**src/spcr_pkg.sv**
```systemverilog
// constants for the serial port configuration register bank
package spcr_pkg;
    localparam int          ADDR_W           = 12;
    localparam int          DATA_W           = 8;
    localparam int          TAG_W            = 16;
    localparam logic [11:0] ADDR_PORT_SETUP  = 12'h000;
    localparam logic [11:0] ADDR_READBACK    = 12'h004;
    localparam logic [11:0] ADDR_TAG_LOW     = 12'h005;
    localparam logic [11:0] ADDR_TAG_HIGH    = 12'h006;
    localparam int          BIT_SPLIT_LINE   = 7;
    localparam int          BIT_LSB_FIRST    = 6;
    localparam int          BIT_SOFT_RESET   = 5;
    localparam int          BIT_RB_BUFFERED  = 0;
    localparam logic        RST_SPLIT_LINE   = 1'b0;
    localparam logic        RST_LSB_FIRST    = 1'b0;
    localparam logic        RST_RB_BUFFERED  = 1'b0;
    localparam logic [7:0]  RST_TAG_BYTE     = 8'h00;
    localparam logic [7:0]  RST_RDATA        = 8'h00;
    localparam logic        RST_RVALID       = 1'b0;
    localparam logic        RST_SOFT_PULSE   = 1'b0;
    localparam logic        RST_READ_BIDIR   = 1'b1;
    localparam logic        RST_READ_SPLIT   = 1'b0;
    localparam logic        RST_LSB_PIN      = 1'b0;
    localparam logic        RST_ADDR_INCR    = 1'b0;
endpackage : spcr_pkg

```
**src/spcr_regs.sv**
```systemverilog
// serial port configuration registers with readback source selection
//
// What this block does
// - split bit clear: reads and writes use bidirectional line, output line off.
// - split bit set: reads leave on output line, writes on bidirectional line; ignored in I2C mode.
// - order bit set: shift least significant bit first, addresses count up; ignored in I2C mode.
// - order bit clear: MSB first, addresses count down; also forced in I2C mode.
// - writing soft reset bit restores all defaults, then the bit clears itself.
// - readback bit clear: buffered registers read back their active values.
// - readback bit set: buffered registers read back their pending values.
// - two bytes hold a 16-bit user tag, default zero, no other effect.
`timescale 1ns/100ps
module spcr_regs (
    input  wire logic                       mclk_i,
    input  wire logic                       reset_n_i,
    input  wire logic                       i2c_mode_i,
    input  wire logic [spcr_pkg::ADDR_W-1:0] reg_addr_i,
    input  wire logic                       reg_wr_i,
    input  wire logic [spcr_pkg::DATA_W-1:0] reg_wdata_i,
    input  wire logic                       reg_rd_i,
    input  wire logic [spcr_pkg::DATA_W-1:0] active_rdata_i,
    input  wire logic [spcr_pkg::DATA_W-1:0] buffer_rdata_i,
    output logic      [spcr_pkg::DATA_W-1:0] reg_rdata_o,
    output logic                            reg_rvalid_o,
    output logic                            read_on_bidir_o,
    output logic                            read_on_split_o,
    output logic                            lsb_first_o,
    output logic                            addr_incr_o,
    output logic                            soft_reset_o,
    output logic                            readback_buffered_o,
    output logic      [spcr_pkg::TAG_W-1:0]  config_image_tag_o
);
    import spcr_pkg::*;

    // setup register fields
    logic              split_line_select_ff;
    logic              lsb_first_ff;

    // readback source and user tag
    logic              rb_buffered_ff;
    logic [7:0]        tag_low_ff;
    logic [7:0]        tag_high_ff;

    // pulse towards the rest of the device
    logic              soft_reset_ff;

    // read return path
    logic [7:0]        rdata_ff;
    logic              rvalid_ff;
    logic [7:0]        nxt_rdata;

    // registered pin steering
    logic              read_on_bidir_ff;
    logic              read_on_split_ff;
    logic              lsb_pin_ff;
    logic              addr_incr_ff;

    // write decodes
    logic              wr_setup;
    logic              wr_readback;
    logic              wr_tag_low;
    logic              wr_tag_high;
    logic              do_soft_reset;
    logic              bank_reset;

    // effective mode after the i2c override
    logic              split_eff;
    logic              lsb_eff;
    logic [7:0]        setup_read;

    assign wr_setup    = reg_wr_i && (reg_addr_i == ADDR_PORT_SETUP);
    assign wr_readback = reg_wr_i && (reg_addr_i == ADDR_READBACK);
    assign wr_tag_low  = reg_wr_i && (reg_addr_i == ADDR_TAG_LOW);
    assign wr_tag_high = reg_wr_i && (reg_addr_i == ADDR_TAG_HIGH);

    // only the high nibble is decoded; the mirror makes it order proof
    assign do_soft_reset = wr_setup && reg_wdata_i[BIT_SOFT_RESET];

    // soft reset clears this bank too, so the pulse has to be registered
    assign bank_reset = !reset_n_i || do_soft_reset;

    // i2c mode keeps the stored bits but forces the safe pin behaviour
    assign split_eff = split_line_select_ff && !i2c_mode_i;
    assign lsb_eff   = lsb_first_ff && !i2c_mode_i;

    // soft reset bit is never stored, so it reads back as zero
    assign setup_read = {split_line_select_ff,
                         lsb_first_ff,
                         1'b0,
                         1'b0,
                         1'b0,
                         1'b0,
                         lsb_first_ff,
                         split_line_select_ff};

    always_ff @(posedge mclk_i) begin
        if (bank_reset) begin
            split_line_select_ff <= RST_SPLIT_LINE;
        end else if (wr_setup) begin
            split_line_select_ff <= reg_wdata_i[BIT_SPLIT_LINE];
        end
    end

    always_ff @(posedge mclk_i) begin
        if (bank_reset) begin
            lsb_first_ff <= RST_LSB_FIRST;
        end else if (wr_setup) begin
            lsb_first_ff <= reg_wdata_i[BIT_LSB_FIRST];
        end
    end

    always_ff @(posedge mclk_i) begin
        if (bank_reset) begin
            rb_buffered_ff <= RST_RB_BUFFERED;
        end else if (wr_readback) begin
            rb_buffered_ff <= reg_wdata_i[BIT_RB_BUFFERED];
        end
    end

    // tag bytes are independent; no latching between the halves
    always_ff @(posedge mclk_i) begin
        if (bank_reset) begin
            tag_low_ff <= RST_TAG_BYTE;
        end else if (wr_tag_low) begin
            tag_low_ff <= reg_wdata_i;
        end
    end

    always_ff @(posedge mclk_i) begin
        if (bank_reset) begin
            tag_high_ff <= RST_TAG_BYTE;
        end else if (wr_tag_high) begin
            tag_high_ff <= reg_wdata_i;
        end
    end

    // one-cycle pulse tells the rest of the device to reload its defaults
    always_ff @(posedge mclk_i) begin
        if (!reset_n_i) begin
            soft_reset_ff <= RST_SOFT_PULSE;
        end else begin
            soft_reset_ff <= do_soft_reset;
        end
    end

    // outside registers answer in the same cycle, so no wait states
    always_comb begin
        if (reg_addr_i == ADDR_PORT_SETUP) begin
            nxt_rdata = setup_read;
        end else if (reg_addr_i == ADDR_READBACK) begin
            nxt_rdata = {7'h00, rb_buffered_ff};
        end else if (reg_addr_i == ADDR_TAG_LOW) begin
            nxt_rdata = tag_low_ff;
        end else if (reg_addr_i == ADDR_TAG_HIGH) begin
            nxt_rdata = tag_high_ff;
        end else if (rb_buffered_ff) begin
            nxt_rdata = buffer_rdata_i;
        end else begin
            nxt_rdata = active_rdata_i;
        end
    end

    // read data holds until the next read
    always_ff @(posedge mclk_i) begin
        if (!reset_n_i) begin
            rdata_ff <= RST_RDATA;
        end else if (reg_rd_i) begin
            rdata_ff <= nxt_rdata;
        end
    end

    always_ff @(posedge mclk_i) begin
        if (!reset_n_i) begin
            rvalid_ff <= RST_RVALID;
        end else begin
            rvalid_ff <= reg_rd_i;
        end
    end

    // pin steering registered so the output enables never glitch
    always_ff @(posedge mclk_i) begin
        if (!reset_n_i) begin
            read_on_bidir_ff <= RST_READ_BIDIR;
        end else begin
            read_on_bidir_ff <= !split_eff;
        end
    end

    always_ff @(posedge mclk_i) begin
        if (!reset_n_i) begin
            read_on_split_ff <= RST_READ_SPLIT;
        end else begin
            read_on_split_ff <= split_eff;
        end
    end

    always_ff @(posedge mclk_i) begin
        if (!reset_n_i) begin
            lsb_pin_ff <= RST_LSB_PIN;
        end else begin
            lsb_pin_ff <= lsb_eff;
        end
    end

    // the address direction follows the bit order by definition
    always_ff @(posedge mclk_i) begin
        if (!reset_n_i) begin
            addr_incr_ff <= RST_ADDR_INCR;
        end else begin
            addr_incr_ff <= lsb_eff;
        end
    end

    assign read_on_bidir_o     = read_on_bidir_ff;
    assign read_on_split_o     = read_on_split_ff;
    assign lsb_first_o         = lsb_pin_ff;
    assign addr_incr_o         = addr_incr_ff;
    assign reg_rdata_o         = rdata_ff;
    assign reg_rvalid_o        = rvalid_ff;
    assign soft_reset_o        = soft_reset_ff;
    assign readback_buffered_o = rb_buffered_ff;
    assign config_image_tag_o  = {tag_high_ff, tag_low_ff};
endmodule : spcr_regs

```
**config.mk**
```make
export PLATFORM = sky130hd
export DESIGN_NAME = spcr_regs
export DESIGN_NICKNAME = d
export VERILOG_FILES = /design/src/spcr_pkg.sv /design/src/spcr_regs.sv
export SDC_FILE = /design/constraint.sdc
export NUM_CORES = 1
export LEC_CHECK = 0
export BUFFER_PORTS_ARGS = -buffer_cell sky130_fd_sc_hd__clkbuf_2
export CAP_MARGIN = 40
export CORE_MARGIN = 8
export CORE_UTILIZATION = 46
export DETAILED_ROUTE_END_ITERATION = 8
export PLACE_DENSITY = 0.79
export SYNTH_ARGS = -nofsm -noshare
export SYNTH_HDL_FRONTEND = slang
export SYNTH_SLANG_ARGS = --single-unit
```
**constraint.sdc**
```tcl
create_clock -name mclk_i -period 1.8 [get_ports mclk_i]
set_input_delay 0.45 -clock mclk_i [delete_from_list [all_inputs] [get_ports mclk_i]]
set_output_delay 0.45 -clock mclk_i [all_outputs]
set_load 0.01 [all_outputs]
```
==> results.cfg <==
[global_routing]
grtUsageTotal_pct = 16.18
grt_pass1_wl_um = 6796
gr-total-overflow = 0
grt_pass1_vias = 1427
antenna_found_initial = 0
grt_max_degree = 18

[sta]
setup_slack_ns = 0.2381
setup_viol = 0
final-hold-violation-count = 0
setup_tns_ns = 0
final.period_utilization_pct = 86.77
skew_ns = 0.003370
post-route-min-period_ns = 1.562
slew_viol_final = 0
worstMarginPinSlew_ns = 0.4004
slew-limit-headroom_pct = 73.27
rsz0062_at_grt = false
clock.fmax_mhz = 640.3

[worst_setup_path]
endpoint_kind = output pin
crit_path_top_delay_cell = dfxtp_1
cp-start-kind = flop
worstPathArrival_ns = 1.11
crit_chain = clkbuf_2
worstPathRequired_ns = 1.35
critPathTopFamily = flip-flops
critPathKind = flop to output pin
path_buf_inv = 1
crit_fanout = 9
max_stage_delay_ns = 0.57

[power]
seq_power_share_pct = 54.3
power_leakage_nw = 1.095
switching_share_pct = 23.63
peakVddDrop_mv = 0.3933
cellPowerDensity_nw_per_um2 = 628.1
combPwrFrac_pct = 12.4
p_sw_mw = 0.3162
p_clk_share_pct = 33.3
p_int_mw = 1.022

[job]
cap_violations = 0

[detailed_routing]
wl_per_cell_um = 14.22
dr.pass1.iters = 4
drtIter0Drc = 83
vias = 1526
avgViaCountPerCell = 5.087
drtAntennaViolNets = 0
drt-total-wl_um = 4265
drc = 0

[synth]
ys_types = 40
synth_xor_area_share_pct = 0
seq_area_frac_synth_pct = 40.47
synthSimpleGateAreaFrac_pct = 23.40
syn_avg_cell_area_sq_um = 9.256
synth_area_sq_um = 1583
synth_top_area_cell = dfxtp_1
synth-compound-area-share_pct = 15.89
synth_flop_cell = dfxtp_1
synth_edf_count = 0
synth_top_family_by_area = simple AND/OR/NAND/NOR gates
synth.top_cell.area_share_pct = 40.47
synthAdderAreaFrac_pct = 0
synth-seq-cells = 32
synthArstFlopShare_pct = 0
yosys-top-cells-area = dfxtp_1, mux2i_1, o21ai_0
synth_mux_area_share_pct = 14.55
syn-num-nets = 212
yosysWarnings = 0
synth_cells = 171

[final_layout]
syn2layout_area_growth_pct = 34.62
drive_above_1_share_pct = 39.37
instances_no_fill = 300
fillers = 307
diodes = 0
final_common_cell = clkbuf_2
layout_common_cells = clkbuf_2, dfxtp_1, mux2i_1
fin_util_pct = 64.36
fin_nets = 295
fin_area_sq_um = 2131

[clocking]
clk_root_buffer_cell = clkbuf_4
htreeDepth = 2
worstSkewPairLatency_ns = 0.33
cts.repair.resized = 0
clock_sinks = 32
cts_tree = yes
hold_buffers = 0
cts.path.max_buffers = 2
clk_pin_slew_ns = 0.09
post_cts_buffers = 0
cts_inserted_buffers = 5

[floorplan]
start_util_pct = 47.81
fp.coreArea_sq_um = 3311
die_w_um = 74.66
ios = 72
rows = 21
fp.dieArea_sq_um = 5574
dieHeight_um = 74.66

[placement]
portBuffers = 71
dp_cells = 293
globalplace.congestion = 0.8460
place_hpwl_um = 3467
placed_cell_area_sq_um = 2066
pre_cts_slack_ns = -0.07947

[status]
outcome = completed

[min_path]
hp-class = input pin to flop
[cell families (layout without fill, tap and decap cells)]
logic type      after synthesis  in the layout
simple gates                 62             62
compound gates               38             38
flops                        32             32
mux                          23             23
buf+inv                      16             99
[layout make-up]
| class | instances | area [sq um] | area share (%) |
|---|---|---|---|
| multi-input combinational | 123 | 852.1 | 39.99 |
| sequential | 32 | 640.6 | 30.06 |
| tap | 46 | 57.56 | 2.701 |
| timing repair buffer | 86 | 493.0 | 23.14 |
| clock buffer | 7 | 65.06 | 3.053 |
| inverter | 6 | 22.52 | 1.057 |
[final timing paths]
kind	startpoint	end	slack, ns	depth (start not counted)
worst max-delay path	readback_buffered_o$_SDFFE_PP0P_	readback_buffered_o	0.24	1
worst min-delay path	reg_wdata_i[1]	tag_low_ff[1]$_SDFFE_PP0P_	0.36	3
worst max register to register	readback_buffered_o$_SDFFE_PP0P_	reg_rdata_o[5]$_SDFFE_PN0P_	0.47	5
worst min register to register	lsb_first_ff$_SDFFE_PP0P_	lsb_first_ff$_SDFFE_PP0P_	0.50	2
[power by group through the flow]
stage | logic, mW | clock network, mW | registers [mW]
3_5_place_dp | 0.167 | 0 | 0.743
2_1_floorplan | 0.0709 | 0 | 0.749
4_1_cts | 0.168 | 0.458 | 0.727
5_1_grt | 0.184 | 0.504 | 0.729
3_3_place_gp | 0.165 | 0 | 0.742
6_report | 0.166 | 0.445 | 0.727
[registers in the layout, summed over array words and instances (netlist names)]
signal                cells
read_on_bidir_o           1
reg_rdata_o               8
read_on_split_o           1
soft_reset_o              1
reg_rvalid_o              1
addr_incr_o               1
lsb_first_ff              1
readback_buffered_o       1
tag_low_ff                8
split_line_select_ff      1
tag_high_ff               8
[per-layer routing]
layer / routed length, um / up-vias / global-route usage, %
met5: 0 / - / 0
met3: 330 / 6 / 5.859
met2: 1976 / 44 / 24.78
li1: - / 794 / -
met4: 61 / 0 / 7.174
met1: 1896 / 682 / 19.80
[metrics by stage]
stage / total power, mW / hold WS [ns]
2_1_floorplan: 0.8197 / 0.4450
3_3_place_gp: 0.9070 / 0.4678
3_5_place_dp: 0.9102 / 0.4859
4_1_cts: 1.352 / 0.3521
5_1_grt: 1.416 / 0.3691
6_report: 1.338 / 0.3623
[synthesized netlist by cell type, types with 2 or more instances]
cell type / instances
and3b_1: 3
a21o_1: 2
inv_1: 6
nand4_1: 7
nor3_1: 2
nand4b_1: 2
a21oi_1: 3
nand3b_1: 2
nor2_1: 19
o21ai_0: 16
dfxtp_1: 32
o2bb2ai_1: 4
nand3_1: 3
nand2_1: 11
nand2b_1: 3
and2_1: 2
mux2i_1: 23
buf_2: 3
o211ai_1: 2
clkbuf_1: 3
buf_4: 2
a31oi_1: 3
No activity file was read; power rests on OpenSTA's default activity.
